**src/common/irb_pkg.sv**
```systemverilog
package irb_pkg;

    // clock and slot timing
    localparam int CLK_HZ            = 100_000_000;
    localparam int SLOT_MS           = 10;
    localparam int SLOT_CYCLES       = CLK_HZ / 1000 * SLOT_MS;
    // classification thresholds in percent of a slot
    localparam int ZERO_ONE_PCT      = 35;
    localparam int ONE_POS_PCT       = 65;
    localparam int MIN_MARK_PCT      = 5;
    localparam int ZERO_ONE_CYCLES   = SLOT_CYCLES / 100 * ZERO_ONE_PCT;
    localparam int ONE_POS_CYCLES    = SLOT_CYCLES / 100 * ONE_POS_PCT;
    localparam int MIN_MARK_CYCLES   = SLOT_CYCLES / 100 * MIN_MARK_PCT;
    localparam int SLOTS_PER_FRAME   = 100;
    localparam int CENTURY_BASE      = 2000;

    // slot positions of the fields
    localparam int SEC_UNITS_SLOT    = 1;
    localparam int SEC_TENS_SLOT     = 6;
    localparam int MIN_UNITS_SLOT    = 10;
    localparam int MIN_TENS_SLOT     = 15;
    localparam int HR_UNITS_SLOT     = 20;
    localparam int HR_TENS_SLOT      = 25;
    localparam int DAY_UNITS_SLOT    = 30;
    localparam int DAY_TENS_SLOT     = 35;
    localparam int DAY_HUND_SLOT     = 40;
    localparam int YR_UNITS_SLOT     = 50;
    localparam int YR_TENS_SLOT      = 55;

    // option code digits accepted per input mode
    localparam logic [3:0] OPT_MOD_PULSE = 4'h0;
    localparam logic [3:0] OPT_MOD_AM    = 4'h1;
    localparam logic [3:0] OPT_CAR_DC    = 4'h0;
    localparam logic [3:0] OPT_CAR_1K    = 4'h2;
    localparam logic [3:0] OPT_CONTENT_MAX = 4'h7;

    typedef enum logic [1:0] {SYM_ZERO, SYM_ONE, SYM_POS, SYM_BAD} irb_sym_t;

    // decoded time of year, BCD digits
    typedef struct packed {
        logic [3:0] year_tens;
        logic [3:0] year_units;
        logic [1:0] day_hund;
        logic [3:0] day_tens;
        logic [3:0] day_units;
        logic [1:0] hour_tens;
        logic [3:0] hour_units;
        logic [2:0] min_tens;
        logic [3:0] min_units;
        logic [2:0] sec_tens;
        logic [3:0] sec_units;
    } irb_toy_t;

    // one classified symbol
    typedef struct packed {
        logic     valid;
        irb_sym_t sym;
    } irb_symbol_t;

endpackage

```
**src/rtl/irb_symbol_classifier.sv**
```systemverilog
`timescale 1ns/1ps
`default_nettype none
module irb_symbol_classifier
    import irb_pkg::*;
#(
    parameter int SLOT_CYC = SLOT_CYCLES   // slot length in clock cycles
)
(
    input  wire logic        SYS_CLK_I,   // system clock
    input  wire logic        RESET_N_I,   // async reset, low
    input  wire logic        LINE_I,      // dc level code input
    output logic             START_O,     // pulse at mark leading edge
    output irb_symbol_t      SYMBOL_O     // classified symbol at mark end
);

    // thresholds follow the slot length so a short slot scales them all
    localparam int CW      = $clog2(SLOT_CYC + 1);
    localparam int ZO_CYC  = SLOT_CYC / 100 * ZERO_ONE_PCT;
    localparam int OP_CYC  = SLOT_CYC / 100 * ONE_POS_PCT;
    localparam int MIN_CYC = SLOT_CYC / 100 * MIN_MARK_PCT;

    logic          line_reg;
    logic          line_next;
    logic [CW-1:0] width_reg;
    logic [CW-1:0] width_next;
    irb_symbol_t   symbol_reg;
    irb_symbol_t   symbol_next;
    logic          start_reg;
    logic          start_next;

    // measure the high time and classify it at the falling edge
    always_comb
    begin
        line_next        = LINE_I;
        width_next       = width_reg;
        symbol_next      = '0;
        start_next       = 1'b0;
        if (LINE_I && !line_reg)                          // mark leading edge, line was low
        begin
            width_next = CW'(1);
            start_next = 1'b1;
        end
        else if (LINE_I && width_reg < CW'(SLOT_CYC))
            width_next = width_reg + CW'(1);
        if (!LINE_I && line_reg)
        begin
            symbol_next.valid = 1'b1;
            if (width_reg < CW'(MIN_CYC) || width_reg >= CW'(SLOT_CYC))
                symbol_next.sym = SYM_BAD;
            else if (width_reg < CW'(ZO_CYC))
                symbol_next.sym = SYM_ZERO;
            else if (width_reg < CW'(OP_CYC))
                symbol_next.sym = SYM_ONE;
            else
                symbol_next.sym = SYM_POS;
        end
    end

    // register stage
    always_ff @(posedge SYS_CLK_I or negedge RESET_N_I)
    begin
        if (!RESET_N_I)
        begin
            line_reg   <= 1'b0;
            width_reg  <= '0;
            symbol_reg <= '0;
            start_reg  <= 1'b0;
        end
        else
        begin
            line_reg   <= line_next;
            width_reg  <= width_next;
            symbol_reg <= symbol_next;
            start_reg  <= start_next;
        end
    end

    assign SYMBOL_O = symbol_reg;
    assign START_O  = start_reg;

endmodule
`default_nettype wire

```
**src/rtl/irb_timecode_decoder.sv**
```systemverilog
// Contract
// - mark width: 20% zero, 50% one, 80% position identifier
// - second boundary is leading edge of second of two back-to-back identifiers
// - dc variant: mark is logic high, space is logic low
// - slots are 10 ms, one frame of 100 slots per second
// - slot 0 is reference marker; identifiers at slots 9,19..99
// - seconds 1-4/6-8, minutes 10-13/15-17, hours 20-23/25-26
// - day of year units 30-33, tens 35-38, hundreds 40-41
// - year units 50-53, tens 55-58, or control function bits
// - binary seconds of day slots 80-88, lsb first
// - binary seconds of day upper bits slots 90-97
// - timebase loads from bcd time fields; control and binary seconds ignored
// - received year 00 means use host supplied year
// - years 01-99 are 2001-2099
// - option code: modulation, carrier, content digits
// - dc mode accepts 00X, am mode accepts 12X
`timescale 1ns/1ps
`default_nettype none
module irb_timecode_decoder
    import irb_pkg::*;
#(
    parameter int SLOT_CYC = SLOT_CYCLES       // slot length in clock cycles
)
(
    input  wire logic        SYS_CLK_I,       // system clock, 100 MHz
    input  wire logic        RESET_N_I,       // async reset, low
    input  wire logic        LINE_I,          // dc level timecode input
    input  wire logic        AM_MODE_I,       // input configured as am (demodulated)
    input  wire logic [11:0] OPTION_I,        // option code digits, hex per digit
    input  wire logic [13:0] HOST_YEAR_I,     // host year, full binary
    output logic             OPTION_OK_O,     // option code accepted
    output logic             BOUNDARY_O,      // pulse at second boundary
    output logic             TIME_VALID_O,    // time loaded from a clean frame
    output logic             FRAME_ERR_O,     // last frame had a bad symbol or identifier
    output irb_toy_t         TOY_O,           // time_of_year_field, bcd
    output logic [13:0]      YEAR_O           // resolved full year
);

    irb_symbol_t symbol;
    logic        start;

    irb_symbol_classifier #(.SLOT_CYC(SLOT_CYC)) u_class (
        .SYS_CLK_I (SYS_CLK_I),
        .RESET_N_I (RESET_N_I),
        .LINE_I    (LINE_I),
        .START_O   (start),
        .SYMBOL_O  (symbol)
    );

    typedef enum logic [1:0] {ST_HUNT, ST_PAIR, ST_FRAME} irb_state_t;

    irb_state_t  state_reg,   state_next;
    logic [6:0]  slot_reg,    slot_next;
    logic [99:0] bits_reg,    bits_next;
    logic        err_reg,     err_next;
    logic        have_reg,    have_next;
    logic        pend_reg,    pend_next;
    logic        bnd_reg,     bnd_next;
    logic        valid_reg,   valid_next;
    logic        ferr_reg,    ferr_next;
    irb_toy_t    toy_reg,     toy_next;
    logic [13:0] year_reg,    year_next;
    logic        opt_ok;
    logic        is_pos;
    logic        pos_expected;
    irb_toy_t    asm_toy;
    logic [6:0]  yr_bin;

    // option family check per input mode
    always_comb
    begin
        if (AM_MODE_I)
            opt_ok = OPTION_I[11:8] == OPT_MOD_AM && OPTION_I[7:4] == OPT_CAR_1K;
        else
            opt_ok = OPTION_I[11:8] == OPT_MOD_PULSE && OPTION_I[7:4] == OPT_CAR_DC;
        opt_ok = opt_ok && OPTION_I[3:0] <= OPT_CONTENT_MAX;
    end

    // identifier expected at slot 0 and every slot ending in 9
    assign is_pos       = symbol.valid && symbol.sym == SYM_POS;
    assign pos_expected = (slot_reg == 7'd0) || (slot_reg % 7'd10 == 7'd9);

    // assemble bcd digits, lsb first; binary seconds and control bits unused
    always_comb
    begin
        asm_toy            = '0;
        for (int i = 0; i < 4; i++)
        begin
            asm_toy.sec_units[i]  = bits_reg[SEC_UNITS_SLOT + i];
            asm_toy.min_units[i]  = bits_reg[MIN_UNITS_SLOT + i];
            asm_toy.hour_units[i] = bits_reg[HR_UNITS_SLOT + i];
            asm_toy.day_units[i]  = bits_reg[DAY_UNITS_SLOT + i];
            asm_toy.day_tens[i]   = bits_reg[DAY_TENS_SLOT + i];
            asm_toy.year_units[i] = bits_reg[YR_UNITS_SLOT + i];
            asm_toy.year_tens[i]  = bits_reg[YR_TENS_SLOT + i];
            if (i < 3)
            begin
                asm_toy.sec_tens[i] = bits_reg[SEC_TENS_SLOT + i];
                asm_toy.min_tens[i] = bits_reg[MIN_TENS_SLOT + i];
            end
            if (i < 2)
            begin
                asm_toy.hour_tens[i] = bits_reg[HR_TENS_SLOT + i];
                asm_toy.day_hund[i]  = bits_reg[DAY_HUND_SLOT + i];
            end
        end
        yr_bin = 7'(asm_toy.year_tens) * 7'd10 + 7'(asm_toy.year_units);
    end

    // frame tracking, slot counting and timebase load
    always_comb
    begin
        state_next = state_reg;
        slot_next  = slot_reg;
        bits_next  = bits_reg;
        err_next   = err_reg;
        have_next  = have_reg;
        pend_next  = pend_reg;
        bnd_next   = 1'b0;
        valid_next = valid_reg;
        ferr_next  = ferr_reg;
        toy_next   = toy_reg;
        year_next  = year_reg;
        // boundary instant is the leading edge of the reference marker
        if (start && pend_reg)
        begin
            bnd_next  = 1'b1;
            pend_next = 1'b0;
            if (have_reg)
            begin
                toy_next   = asm_toy;
                valid_next = 1'b1;
                if (yr_bin == 7'd0)
                    year_next = HOST_YEAR_I;
                else
                    year_next = 14'(CENTURY_BASE) + 14'(yr_bin);
                have_next = 1'b0;
            end
        end
        if (symbol.valid)
        begin
            unique case (state_reg)
                ST_HUNT:
                    if (is_pos)
                        state_next = ST_PAIR;
                ST_PAIR:
                    if (is_pos)
                    begin
                        state_next = ST_FRAME;
                        slot_next  = 7'd1;
                        err_next   = 1'b0;
                    end
                    else
                        state_next = ST_HUNT;
                ST_FRAME:
                begin
                    // binary seconds slots are stored but never read
                    bits_next[slot_reg] = symbol.sym == SYM_ONE;
                    if (symbol.sym == SYM_BAD || (is_pos != pos_expected))
                        err_next = 1'b1;
                    if (slot_reg == 7'(SLOTS_PER_FRAME - 1))
                    begin
                        // next slot opens a new frame; its marker edge is the boundary only if this frame was clean
                        have_next  = !(err_reg || symbol.sym == SYM_BAD || !is_pos);
                        ferr_next  = err_reg || !is_pos || symbol.sym == SYM_BAD;
                        if (have_next)
                            pend_next = 1'b1;
                        else
                            valid_next = 1'b0;
                        slot_next  = 7'd0;
                        state_next = is_pos ? ST_PAIR : ST_HUNT;
                    end
                    else if (symbol.sym == SYM_BAD)
                    begin
                        ferr_next  = 1'b1;
                        valid_next = 1'b0;
                        state_next = ST_HUNT;
                    end
                    else
                        slot_next = slot_reg + 7'd1;
                end
                default:
                    state_next = ST_HUNT;
            endcase
        end
    end

    // register stage
    always_ff @(posedge SYS_CLK_I or negedge RESET_N_I)
    begin
        if (!RESET_N_I)
        begin
            state_reg <= ST_HUNT;
            slot_reg  <= '0;
            bits_reg  <= '0;
            err_reg   <= 1'b0;
            have_reg  <= 1'b0;
            pend_reg  <= 1'b0;
            bnd_reg   <= 1'b0;
            valid_reg <= 1'b0;
            ferr_reg  <= 1'b0;
            toy_reg   <= '0;
            year_reg  <= '0;
        end
        else
        begin
            state_reg <= state_next;
            slot_reg  <= slot_next;
            bits_reg  <= bits_next;
            err_reg   <= err_next;
            have_reg  <= have_next;
            pend_reg  <= pend_next;
            bnd_reg   <= bnd_next;
            valid_reg <= valid_next;
            ferr_reg  <= ferr_next;
            toy_reg   <= toy_next;
            year_reg  <= year_next;
        end
    end

    assign OPTION_OK_O  = opt_ok;
    assign BOUNDARY_O   = bnd_reg;
    assign TIME_VALID_O = valid_reg;
    assign FRAME_ERR_O  = ferr_reg;
    assign TOY_O        = toy_reg;
    assign YEAR_O       = year_reg;

endmodule
`default_nettype wire
```
**config.mk**
```make
export PLATFORM = sky130hd
export DESIGN_NAME = irb_timecode_decoder
export DESIGN_NICKNAME = d
export VERILOG_FILES = /design/src/common/irb_pkg.sv /design/src/rtl/irb_symbol_classifier.sv /design/src/rtl/irb_timecode_decoder.sv
export SDC_FILE = /design/constraint.sdc
export NUM_CORES = 1
export LEC_CHECK = 0
export CORE_MARGIN = 10
export CORE_UTILIZATION = 45
export DETAILED_ROUTE_END_ITERATION = 6
export DONT_BUFFER_PORTS = 1
export PLACE_DENSITY = 0.56
export SYNTH_ARGS = -nofsm -noshare
export SYNTH_HDL_FRONTEND = slang
export SYNTH_SLANG_ARGS = --single-unit
```
**constraint.sdc**
```tcl
create_clock -name SYS_CLK_I -period 3.4 [get_ports SYS_CLK_I]
set_clock_uncertainty 0.05 [all_clocks]
set_input_delay 0.17 -clock SYS_CLK_I [delete_from_list [all_inputs] [get_ports SYS_CLK_I]]
set_output_delay 0.17 -clock SYS_CLK_I [all_outputs]
set_load 0.01 [all_outputs]
```
# [Word level (Yosys, flattened, before mapping)]
# Index checks and enable logic that the tools add are counted.
# W data, S select, Z words.
[classes] reduce_logical=34 eq_ne=15 add_sub_neg=4 n_mul=1 div=1 n_mux=44 n_lt_le_gt_ge=8
[op_table] cell="$bwmux W100" n=1
[op_table] cell="$lt A20 B20 Y1 const B" n=2
[op_table] cell="$mux W20" n=2
[op_table] cell="$mux W1" n=25
[op_table] cell="$mux W7" n=3
[op_table] cell="$add A20 B1 Y20 const B" n=1
[op_table] cell="$ge A20 B20 Y1 const B" n=1
[op_table] cell="$lt A20 B16 Y1 const B" n=1
[op_table] cell="$lt A20 B19 Y1 const B" n=1
[op_table] cell="$logic_not A7 Y1" n=2
[op_table] cell="$mux W14" n=1
[op_table] cell="$mux W2" n=7
[op_table] cell="$pmux W7 S2" n=1
[op_table] cell="$add A11 B7 Y12 const A" n=1
[op_table] cell="$logic_and A1 B1 Y1" n=9
[op_table] cell="$logic_not A4 Y1" n=2
[op_table] cell="$lt A7 B8 Y1 const B" n=1
[op_table] cell="$reduce_and A4 Y1" n=2
[op_table] cell="$add A7 B1 Y7 const B" n=1
[op_table] cell="$add A7 B4 Y7" n=1
[op_table] cell="$demux W1 S7" n=1
[op_table] cell="$eq A7 B4 Y1 const B" n=1
[op_table] cell="$eq A7 B7 Y1 const B" n=1
[op_table] cell="$ge A7 B1 Y1 const B" n=1
[op_table] cell="other kinds (19)" n=38
[word_totals] register_bits=192

# [Depth between registers and ports, before layout]
# Gate-level depths: netlist (run 1).
[depth] depth_word=8 depth_mapped=14

# [By module]
# Synthesis (run 1) repeated with hierarchy kept, for this count alone.
[hier_totals] hier_cells=699 hier_area_um2=6586.3
[modules_own_cells] mod="irb_timecode_decoder" instances=1 area_each_um2=5106.1 cells_per_inst=534 seq_area_each_um2=2627.5
[modules_own_cells] mod="irb_symbol_classifier" instances=1 area_each_um2=1480.2 cells_per_inst=165 seq_area_each_um2=625.6

# [Least setup slack after synthesis (run 1)]
# Ideal clock, no wire load.
[synth_timing] path_kind="register to register" from="reg bits_reg[56]" to="reg year_reg[10], in the netlist YEAR_O[10]" arrival_time_ps=2854 n_path_buf=1 setup_slack_ps=361 setup_ps=135 stages_incl_launch_ff=13 path_cell_list="dfrtp_1 > ha_1 > ha_1 > fa_1 > xnor2_1 > inv_1 > ha_1 > nand2_1 > or4_1 > nor2_1 > buf_2 > mux2i_1 > o21ai_0"
[synth_via] elab_chain_cells=4 word_cells_on_any_way=5 classes_between="add/sub: 2; mul: 1; mux: 1; reduce/logical: 1"
[synth_rtl] item="from (decl)" line="irb_timecode_decoder.sv:54" text="logic [99:0] bits_reg, bits_next;"
[synth_rtl] item="from (signal assigned)" line="irb_timecode_decoder.sv:209" text="bits_reg <= bits_next;"
[synth_rtl] item="$mul A4 B3 Y6 (*)" line="irb_timecode_decoder.sv:107" text="yr_bin = 7'(asm_toy.year_tens) * 7'd10 + 7'(asm_toy.year_units);"
[synth_rtl] item="$add A7 B4 Y7 (*)" line="irb_timecode_decoder.sv:107"
[synth_rtl] item="$add A11 B7 Y12 or $logic_not A7 Y1 (tied branches)" line="irb_timecode_decoder.sv:136, irb_timecode_decoder.sv:133"
[synth_rtl] item="$mux W14 (*)" line="irb_timecode_decoder.sv:133" text="if (yr_bin == 7'd0)"
[synth_rtl] item="to (signal assigned)" line="irb_timecode_decoder.sv:217" text="year_reg <= year_next;"
[synth_rtl] item="to (decl)" line="irb_timecode_decoder.sv:62" text="logic [13:0] year_reg, year_next;"
# Every way passes the cells marked *; elsewhere a longest branch is shown, timed or not.
# A chain may end at the register's enable or synchronous reset.

# [Final worst setup path (run 1)]
[layout_timing] from="reg bits_reg[58]" to="reg year_reg[8], in the netlist YEAR_O[8]"
# Same word-level chain as after synthesis.

==> results.md, run 1 <==
* Run status: complete, no violations
* Ys flop type: dfrtp_1
* H-tree Lvls at 4
* Netlist cell types at 60
* Seq/Total Area, Yosys at approximately half
* Async set-reset flop share out of synthesis at 100%
* Setup slack, reg-to-reg at 0.26 ns
* Leak at 3.52 nW
* Peak VDD IR at 0.000322 V
* # port buffers at 0
* Worst-path fanout max at 11
* Final ANT Viol Nets at 0
* Top cells by area, synth: dfrtp_1 (51%), nand2_1 (9.8%), mux2_2 (6.7%)
* Slew @ Worst Pin at 0.954 ns
* Period minus WS final at 3.14 ns
* Setup bufs post-CTS at 0
* Core area at 13900 sq um
* Avg Cell Area, Syn at 9.49 sq um
* Vias in the first global route at 4847
* Final Hold Viols at 0
* Initial antenna violation count at 0
* Synth Warn # at 0
* Initial Util at 46.2%
* GR Overflow Total at 0
* Clock sink total at 130
* NumNets Final at 734
* CTS tree: yes
* Setup CP Type: flip-flop to flip-flop
* Hold Path Sink: u_class.width_reg[1]
* Synthesized instance count at 678
* Synth Register Bits at 130
* Io pins at 86
* Fillers at 1259
* ANT cells at 0
* Largest net degree at the start of global routing at approximately 130
* Number of synthesized flops with an enable pin at 0
* FP Rows at 43
* Setup tns final at 0 ns
* Wirelength per Cell at 16.4 um
* CP Data Required Time at 3.62 ns
* Residual DRC at 0
* First-pass GRT wire length at around 25000 um
* Total GRT Usage at between 10% and 20%
* Top achievable clock speed at 318 MHz
* Final instance area at 7300 sq um
* Final worst-path cycle share at between 90 and 100%
* Post-Place Cell Area at 6570 sq um
* HPWL Detailed at 9990 um
* Power Density at slightly below 500 nW/um^2
* Routability cong. at roughly 0.84
* Layout cell share with drive strength beyond 1 at 12.1%
* Die H at 140 um
* Reg2reg path depth at 12
* CTS max path bufs at 2
* Clk root buf: clkbuf_16
* Syn-to-layout area delta at 13.5%
* Crit start category: flip-flop
* Max_cap viols at 0
* Syn Nets at 724
* Starting DRT DRC Count at 332
* Critical Path AT at between 3 and 4 ns
* Worst r2r src: bits_reg[58]
* Hold Crit Depth at 3
* Detailed Route WL at 14400 um
* Area leader, netlist: dfrtp_1
* Routed vias at 4726
* Area of the mapped netlist at 6430 sq um
* DRT Pass-1 Iters at 4
* Slew headroom at 35.8%
* Die Wd at 140 um
* # setup viols final at 0
* Hold crit path type: input pin to flip-flop
* Max-slew violations at 0
* Via density at 5.37
* Clk_lat worst skew at 0.42 ns
* Synth top area share at 50.6%
* Die ar. at 19500 sq um
* R2r endpoint: YEAR_O[8]
* CTS buffer count at 17
* Worst hold start: LINE_I
* Worst-path clk slew at 0.05 ns
* RSZ-0062 raised after global routing: no
* CP Capture Type: flip-flop
-- worst max-delay path: stages (launching register included) --
cell and delay [ns]:
dfrtp_1 0.42, ha_1 0.30, ha_1 0.21, fa_1 0.50, xnor2_1 0.20, inv_1 0.08
ha_1 0.14, nand2_1 0.06, or4_4 0.46, nor2_1 0.11, buf_4 0.19, mux2i_1 0.20
o21ai_0 0.08
-- cells in the final DEF (no fill, tap or decap), drive strengths merged, types with 3 or more instances in the layout --
cell type | netlist | routed
nand2 | 168 | 168
dfrtp | 130 | 130
nor2 | 50 | 50
mux2 | 38 | 38
o21ai | 29 | 29
nand3 | 29 | 29
clkbuf | 26 | 26
a21oi | 21 | 21
inv | 20 | 20
dlygate4sd3 | 0 | 16
xor2 | 14 | 14
ha | 14 | 14
xnor2 | 12 | 12
nand4 | 10 | 10
and3 | 10 | 10
nor4 | 9 | 9
nor3 | 8 | 8
and2 | 8 | 8
nor2b | 7 | 7
nand2b | 6 | 6
buf | 4 | 6
a21o | 5 | 5
mux2i | 4 | 4
o31ai | 4 | 4
clkinv | 1 | 4
a31oi | 3 | 3
a21boi | 3 | 3
nor3b | 3 | 3
or3 | 3 | 3
nand3b | 3 | 3
o22ai | 3 | 3
o211ai | 3 | 3
-- report_power, final --
part	total, mW	internal, mW	switching (mW)
Sequential	1.64	1.59	0.0493
Combinational	0.245	0.0899	0.156
Clock	1.67	1.05	0.616
Total	3.55	2.73	0.821
-- how the worst max path moves through the flow --
stage          cells after the start         end  slack, ns         start
2_1_floorplan                     12  YEAR_O[10]       0.36  bits_reg[56]
3_3_place_gp                      12   YEAR_O[5]       0.28  bits_reg[56]
3_5_place_dp                      12   YEAR_O[5]       0.21  bits_reg[58]
4_1_cts                           12   YEAR_O[5]       0.18  bits_reg[58]
5_1_grt                           12   YEAR_O[5]       0.03  bits_reg[58]
6_report                          12   YEAR_O[8]       0.26  bits_reg[58]
-- Yosys cell counts, types with 3 or more instances --
cell type and number:
nand2_1 168, dfrtp_1 130, nor2_1 50, mux2_2 38
nand3_1 29, o21ai_0 29, clkbuf_1 26, a21oi_1 21
inv_1 20, ha_1 14, xor2_1 14, xnor2_1 12
nand4_1 10, and3_1 9, nor3_1 8, nor4_1 8
and2_1 7, nor2b_1 7, nand2b_1 6, a21o_1 5
mux2i_1 4, a21boi_0 3, a31oi_1 3, nand3b_1 3
nor3b_1 3, o211ai_1 3, o22ai_1 3, o31ai_1 3
or3_1 3
-- metrics by stage --
step	util, %	hold WS (ns)	std cells	setup slack [ns]	power, mW
floorplan	-	-0.176	678	0.361	1.81
global placement	47.1	-0.171	832	0.283	1.85
detailed placement	47.1	-0.171	832	0.211	1.86
CTS	52.4	0.0965	880	0.184	3.59
global route	52.4	0.151	880	0.0293	3.71
finish	52.4	0.109	880	0.256	3.55
-- layout make-up --
type / instances / area, sq um / area share [%]
multi-input combinational: 496 / 2980 / 40.8
clock inverter: 5 / 52.6 / 0.720
clock buffer: 26 / 489 / 6.70
sequential: 130 / 3250 / 44.6
timing repair buffer: 22 / 225 / 3.09
tap: 180 / 225 / 3.09
inverter: 21 / 78.8 / 1.08
-- logic make-up after synthesis --
family | Yosys count | synth area share [%]
AND/OR/NAND/NOR | 329 | 23.8
flip-flops | 130 | 50.6
AO/OA/AOI/OAI | 83 | 8.15
buffers and inverters | 52 | 3.33
multiplexers | 42 | 7.27
XOR/XNOR | 26 | 3.54
adder cells (fa/ha/maj) | 16 | 3.35
-- repair_timing --
action,4_1_cts,5_1_grt
endpoints found under the hold margin,150,0
hold buffers,17,0
resized for setup,0,1
setup endpoints to repair,0,2
-- metal layers --
metal / vias up / global-route usage, % / wire length [um]
li1: 2329 / - / -
met1: 2305 / 19.4 / 6690
met2: 79 / 24.0 / 6860
met3: 13 / 4.05 / 636
met4: 0 / 5.82 / 231
met5: - / 0 / 0
No activity file was read; power rests on OpenSTA's default activity.
==> inputs of run 2 (changes only) <==
--- a/config.mk
+++ b/config.mk
@@ -6,10 +6,11 @@
 export NUM_CORES = 1
 export LEC_CHECK = 0
 export CORE_MARGIN = 10
-export CORE_UTILIZATION = 45
+export CORE_UTILIZATION = 56
+export CTS_BUF_LIST = sky130_fd_sc_hd__clkbuf_2 sky130_fd_sc_hd__clkbuf_4 sky130_fd_sc_hd__clkbuf_8
 export DETAILED_ROUTE_END_ITERATION = 6
 export DONT_BUFFER_PORTS = 1
-export PLACE_DENSITY = 0.56
+export PLACE_DENSITY = 0.67
 export SYNTH_ARGS = -nofsm -noshare
 export SYNTH_HDL_FRONTEND = slang
 export SYNTH_SLANG_ARGS = --single-unit
==> run 2 against run 1 <==
Against the previous run: first-iteration DRC count grew 27%; critical path depth is the same; cell area shrank 2.4%; largest cell class unchanged; highest routed layer unchanged.
==> results.md, run 2 (synthesis results as in run 1) <==
* DRT Pass-1 Iters at 4 (unchanged)
* Critical path cell sequence: ha_1, ha_1, fa_1, xnor2_1, inv_1, ha_1, nand2_1, or4_4, nor2_1, buf_4, mux2i_1, o21ai_0
* NumNets Final at 735 (+0.14%)
* Power Density at 451 nW/um^2 (-7.2%)
* # port buffers at 0 (unchanged)
* CTS buffer count at 17 (unchanged)
* # setup viols final at 0 (unchanged)
* CTS max path bufs at 2 (unchanged)
* Hold crit path type: input pin to flip-flop
* Worst hold start: LINE_I
* Final worst-path cycle share at 93.0% (+0.51 points)
* ANT cells at 0 (unchanged)
* Die H at 127 um (-8.9%)
* Max incr delay on CP at 0.50 ns (about the same)
* Via density at 5.65 (+5.1%)
* Wirelength per Cell at 16.6 um (+1.3%)
* CP max stage cell: fa_1
* Commonest non-fill, non-tap cells in the layout: nand2_1 (167), dfrtp_1 (130), nor2_1 (50)
* Final instance area at 7130 sq um (-2.4%)
* Setup CP Type: flip-flop to flip-flop
* Die Wd at 127 um (-8.9%)
* CP Capture Type: flip-flop
* Max-slew violations at 0 (unchanged)
* Largest net degree at the start of global routing at 131 (unchanged)
* Syn-to-layout area delta at 10.8%
* CTS tree: yes
* Peak VDD IR at 0.000347 V (+7.5%)
* Setup bufs post-CTS at 0 (unchanged)
* Slew @ Worst Pin at 1.04 ns (+0.0843 ns)
* HPWL Detailed at 9590 um (-4.0%)
* Clk root buf: clkbuf_8
* Most common cell after layout, fill and taps aside: nand2_1
* Worst-path fanout max at 11 (unchanged)
* Core area at 11300 sq um (-19%)
* Total Power at 3.22 mW (-9.5%)
* Vias in the first global route at 4670 (-3.7%)
* H-tree Lvls at 4 (unchanged)
* Starting DRT DRC Count at 420 (+27%)
* Total GRT Usage at 17.6% (+2.4 points)
* Final ANT Viol Nets at 0 (unchanged)
* Worst r2r src: bits_reg[56]
* Hold Crit Depth at 3 (unchanged)
* First-pass GRT wire length at 23500 um (-5.3%)
* Top achievable clock speed at 316 MHz (-0.55%)
* Residual DRC at 0 (unchanged)
* Io pins at 86 (unchanged)
* Die ar. at 16200 sq um (-17%)
* Routed vias at 4771 (+0.95%)
* Clock sink total at 130 (unchanged)
* Post-Place Cell Area at 6530 sq um (-0.59%)
* Final Hold Viols at 0 (unchanged)
* Initial antenna violation count at 0 (unchanged)
* Detailed Route WL at 14000 um (-2.8%)
* Leak at 3.45 nW (-1.8%)
* Period minus WS final at 3.16 ns (+0.0175 ns)
* Worst-path clk slew at 0.08 ns (+0.03 ns)
* Slew headroom at 30.5% (-5.3 points)
* Reg2reg path depth at 12 (unchanged)
* RSZ-0062 raised after global routing: no
* Crit start category: flip-flop
* Max_cap viols at 0 (unchanged)
* FP Rows at 39 (-9.3%)
* Run status: complete, no violations
* Setup tns final at 0 ns (unchanged)
* Clk_lat worst skew at 0.45 ns (+0.03 ns)
* Initial Util at 56.8% (+11 points)
* Hold Path Sink: u_class.width_reg[1]
* Routability cong. at 0.920 (+9.8%)
* CP most frequent cell: ha_1
* CP Data Required Time at 3.63 ns (about the same)
* R2r endpoint: YEAR_O[5]
* Setup slack, reg-to-reg at 0.24 ns (-0.02 ns)
* Critical Path AT at 3.39 ns (+0.03 ns)
* Layout cell share with drive strength beyond 1 at 13.2% (+1.1 points)
* GR Overflow Total at 0 (unchanged)
==> run 2: area by class of cell <==
cell class | instances | area, sq um
Timing Repair Buffer | 23 | 233
Multi-Input combinational cell | 496 | 2980
Tap cell | 143 | 179
Sequential cell | 130 | 3250
Fill cell | 946 | 4200
Clock buffer | 18 | 241
Inverter | 21 | 78.8
Clock inverter | 14 | 165
==> run 2: routing by layer <==
layer	GRT usage, %	part of all wire (%)	vias to the layer above
met2	28.1	47	127
met4	6.90	1.8	0
li1	-	-	2324
met5	0	0	-
met3	5.25	6.0	21
met1	21.9	45	2299
==> run 2: worst max-delay path by stage <==
stage / start / endpoint / slack [ns] / cells after the start
3_5_place_dp: bits_reg[56] / YEAR_O[8] / 0.18 / 12
5_1_grt: bits_reg[56] / YEAR_O[10] / 0.05 / 12
6_report: bits_reg[56] / YEAR_O[5] / 0.24 / 12
4_1_cts: bits_reg[56] / YEAR_O[8] / 0.16 / 12
3_3_place_gp: bits_reg[56] / YEAR_O[8] / 0.28 / 12
2_1_floorplan: bits_reg[56] / YEAR_O[10] / 0.36 / 12
==> run 2: per-stage QoR <==
| step | worst slack [ns] | instances | hold slack, ns | utilization (%) |
|---|---|---|---|---|
| detailed placement | 0.178 | 796 | -0.171 | 57.7 |
| finish | 0.239 | 845 | 0.0595 | 62.9 |
| global placement | 0.283 | 796 | -0.172 | 57.7 |
| floorplan | 0.361 | 678 | -0.176 | - |
| global route | 0.0500 | 845 | 0.0793 | 62.9 |
| CTS | 0.164 | 845 | 0.0373 | 62.9 |
==> run 2: critical path, delay by kind of cell (launching register included) <==
kind,cells,cell delay [ns]
AO/OA/AOI/OAI,1,0.09
XOR/XNOR,1,0.20
adder cells (fa/ha/maj),4,1.16
buffers and inverters,2,0.27
flip-flops,1,0.41
multiplexers,1,0.18
AND/OR/NAND/NOR,3,0.63
==> run 2: repair_timing <==
action	in CTS	in global routing
endpoints found under the setup margin	0	1
endpoints found under the hold margin	150	0
resized for setup	0	1
hold buffers	17	0
==> run 2: power by group <==
group / total [mW] / switching, mW / internal [mW]
clock network: 1.34 / 0.610 / 0.727
registers: 1.64 / 0.0519 / 1.58
logic: 0.245 / 0.154 / 0.0903
total: 3.22 / 0.816 / 2.40
==> inputs of run 3 (changes only) <==
--- a/config.mk
+++ b/config.mk
@@ -5,6 +5,7 @@
 export SDC_FILE = /design/constraint.sdc
 export NUM_CORES = 1
 export LEC_CHECK = 0
+export ABC_AREA = 1
 export CORE_MARGIN = 10
 export CORE_UTILIZATION = 56
 export CTS_BUF_LIST = sky130_fd_sc_hd__clkbuf_2 sky130_fd_sc_hd__clkbuf_4 sky130_fd_sc_hd__clkbuf_8
==> run 3 against run 2 <==
Against the previous run: largest cell class unchanged; sequential power hardly changed; synthesized cell count up 14%; area after synthesis decreased by 1.4%; worst setup slack improved by 0.33 ns; first-iteration DRC count increased by 0.24%; critical path depth is the same; total power is 3.3% higher; cell count is 12% higher.
==> results.md, run 3 <==
* Run status: complete, no violations
* Top cells by area, synth: dfrtp_1 (51%), nand2_1 (12%), inv_1 (4.9%)
* Avg Cell Area, Syn at 8.24 sq um (-13%)
* NumNets Final at 837 (+14%)
* Setup CP Type: flip-flop to flip-flop
* Core area at 11000 sq um (-3.0%)
* Routability cong. at 0.860 (-6.6%)
* Seq/Total Area, Yosys at 51.3% (+0.70 points)
* Area leader, netlist: dfrtp_1
* Ys flop type: dfrtp_1
* Routed vias at 5237 (+9.8%)
* GR Overflow Total at 0 (unchanged)
* Crit start category: flip-flop
* Post-Place Worst Slack at 0.614 ns (+0.437 ns)
* Final ANT Viol Nets at 0 (unchanged)
* Initial antenna violation count at 0 (unchanged)
* H-tree Lvls at 4 (unchanged)
* CTS tree: yes
* Worst-path clk slew at 0.08 ns (about the same)
* CP most frequent cell: ha_1
* Die H at 126 um (-0.57%)
* Synth top area share at 51.3% (+0.70 points)
* XOR/XNOR Fraction of Synth Area at 0.690% (-2.8 points)
* Int Pwr at 2.48 mW (+3.3%)
* Syn-to-layout area delta at 11.8%
* Switching Share at 25.4% (+0.036 points)
* Post-Place Cell Area at 6470 sq um (-0.81%)
* Max_cap viols at 0 (unchanged)
* Final worst-path cycle share at 83.2% (-9.8 points)
* Period minus WS final at 2.83 ns (-0.332 ns)
* Max incr delay on CP at 0.48 ns (-0.02 ns)
* Most common cell after layout, fill and taps aside: nand2_1
* CP Capture Type: flip-flop
* Die Wd at 126 um (-0.57%)
* Via density at 5.55 (-1.7%)
* Post-synthesis mux area share at 0.946% (-6.3 points)
* ANT cells at 0 (unchanged)
* Worst-path fanout max at 6 (-5)
* CTS max path bufs at 2 (unchanged)
* CP Launch Point: bits_reg[56]
* Total GRT Usage at 19.0% (+1.4 points)
* Largest net degree at the start of global routing at 131 (unchanged)
* Starting DRT DRC Count at 421 (+0.24%)
* Netlist cell types at 46 (-23%)
* Final instance area at 7100 sq um (-0.42%)
* Worst r2r src: bits_reg[56]
* # port buffers at 0 (unchanged)
* Leak at 3.47 nW (+0.50%)
* Simple-gate share of the synthesized area at 23.3% (-0.50 points)
* Critical Path AT at 3.15 ns (-0.24 ns)
* DRT Pass-1 Iters at 4 (unchanged)
* Detailed Route WL at 14700 um (+5.0%)
* Layout cell share with drive strength beyond 1 at 7.21% (-6.0 points)
* Commonest non-fill, non-tap cells in the layout: nand2_1 (207), dfrtp_1 (130), inv_1 (82)
* # setup viols final at 0 (unchanged)
* Final Hold Viols at 0 (unchanged)
* Syn Nets at 816 (+13%)
* PnR worst setup slack at 0.571 ns (+0.332 ns)
* Fin util at 64.6% (+1.7 points)
* Wirelength per Cell at 15.6 um (-6.0%)
* Setup tns final at 0 ns (unchanged)
* Largest family of logic cells by synthesized area: simple AND/OR/NAND/NOR gates
* Peak VDD IR at 0.000364 V (+5.1%)
* Net switching power at 0.844 mW (+3.5%)
* Top achievable clock speed at 353 MHz (+12%)
* HPWL Detailed at 10400 um (+8.3%)
* Buf/Inv on CP at 2 (unchanged)
* Clock share of power at 43.2% (+1.7 points)
* Synth Warn # at 0 (unchanged)
* Hold crit path type: input pin to asynchronous set/reset pin
* Slew @ Worst Pin at 1.06 ns (+0.0250 ns)
* CTS buffer count at 17 (unchanged)
* Power Density at 468 nW/um^2 (+3.8%)
* Vias in the first global route at 5011 (+7.3%)
* First-pass GRT wire length at 25100 um (+6.8%)
* Slew headroom at 28.9% (-1.6 points)
* FP Rows at 38 (-2.6%)
* Clk_lat worst skew at 0.44 ns (about the same)
* CP max stage cell: fa_1
* Async set-reset flop share out of synthesis at 100% (unchanged)
* CTS-repair resized insts at 0 (unchanged)
* CP Data Required Time at 3.73 ns (+0.10 ns)
* Clk root buf: clkbuf_8
* Most common cell in the synthesized netlist: nand2_1
* Synth Area in Adders at 3.39% (+0.046 points)
* Post-synth top cells: nand2_1 (207), dfrtp_1 (130), inv_1 (83)
* Initial Util at 57.8% (+0.95 points)
* Residual DRC at 0 (unchanged)
* Number of synthesized flops with an enable pin at 0 (unchanged)
* Io pins at 86 (unchanged)
* Delay-heaviest family, CP: adder cells
* RSZ-0062 raised after global routing: no
* Fraction of the mapped netlist area in compound gates at 13.6% (+5.5 points)
* Seq pwr share at 48.9% (-1.9 points)
* Max-slew violations at 0 (unchanged)
* Die ar. at 16000 sq um (-1.1%)
* Synthesized instance count at 770 (+14%)
* Synth Register Bits at 130 (unchanged)
* Gate power share at 7.9% (+0.3 points)
* Clock sink total at 130 (unchanged)
* Critical path cell sequence: ha_1, ha_1, fa_1, inv_1, xor2_1, ha_1, nand4_1, nor2_1, inv_1, a21oi_1, o21ai_0, nand2_1
* Area of the mapped netlist at 6350 sq um (-1.4%)
* Fillers at 928 (-1.9%)
run 3: cell families after synthesis:
| kind of cell | after synthesis |
|---|---|
| simple gates | 352 |
| compound gates | 152 |
| flops | 130 |
| buf+inv | 109 |
| fa+ha+maj | 16 |
| mux | 6 |
| xor+xnor | 5 |
run 3: worst reg2reg max path, delay by kind of cell, from the launching register on:
kind	cells	cell delay, ns
AND/OR/NAND/NOR	3	0.37
adder cells (fa/ha/maj)	4	1.19
AO/OA/AOI/OAI	2	0.32
flip-flops	1	0.42
buffers and inverters	2	0.18
XOR/XNOR	1	0.24
run 3: stage by stage:
stage	cells	hold WS (ns)	total power, mW
floorplan	770	-0.176	1.82
global placement	895	-0.172	1.86
detailed placement	895	-0.171	1.87
CTS	944	0.305	3.35
global route	944	0.309	3.47
finish	944	0.289	3.32
run 3: final timing paths:
check / endpoint / depth (start not counted) / slack [ns]
max: YEAR_O[6] / 12 / 0.57
min reg2reg: pend_reg / 1 / 0.42
min: YEAR_O[9] / 2 / 0.29
min in group SYS_CLK_I: u_class.line_reg / 1 / 0.33
max in group asynchronous: u_class.START_O / 2 / 2.48
max reg2reg: YEAR_O[6] / 12 / 0.57
run 3: power by group through the flow:
stage                     Combinational, mW  Sequential (mW)  Clock [mW]
after floorplan                       0.183             1.63           0
after global placement                0.204             1.65           0
after detailed placement              0.211             1.65           0
after CTS                             0.263             1.62        1.46
after global routing                  0.302             1.63        1.53
final                                 0.263             1.62        1.44
run 3: area by class of cell:
| cell class | count | area, sq um | share of cell area (%) |
|---|---|---|---|
| Sequential cell | 130 | 3250 | 45.8 |
| Multi-Input combinational cell | 531 | 2670 | 37.6 |
| Inverter | 88 | 330 | 4.66 |
| Clock buffer | 19 | 249 | 3.51 |
| Timing Repair Buffer | 23 | 233 | 3.28 |
| Clock inverter | 13 | 184 | 2.59 |
| Tap cell | 140 | 175 | 2.47 |
run 3: repair_timing:
item | CTS | global route
hold buffers | 17 | 0
hold endpoints to repair | 149 | 0
setup endpoints to repair | 0 | 0
buffers inserted | 0 | 0
run 3: routing by layer:
metal	share of wire [%]	track usage [%]	vias up
met5	0	0	-
met4	1.5	4.96	0
met3	6.5	7.21	15
met2	46	29.5	129
met1	46	24.3	2520
li1	-	-	2573
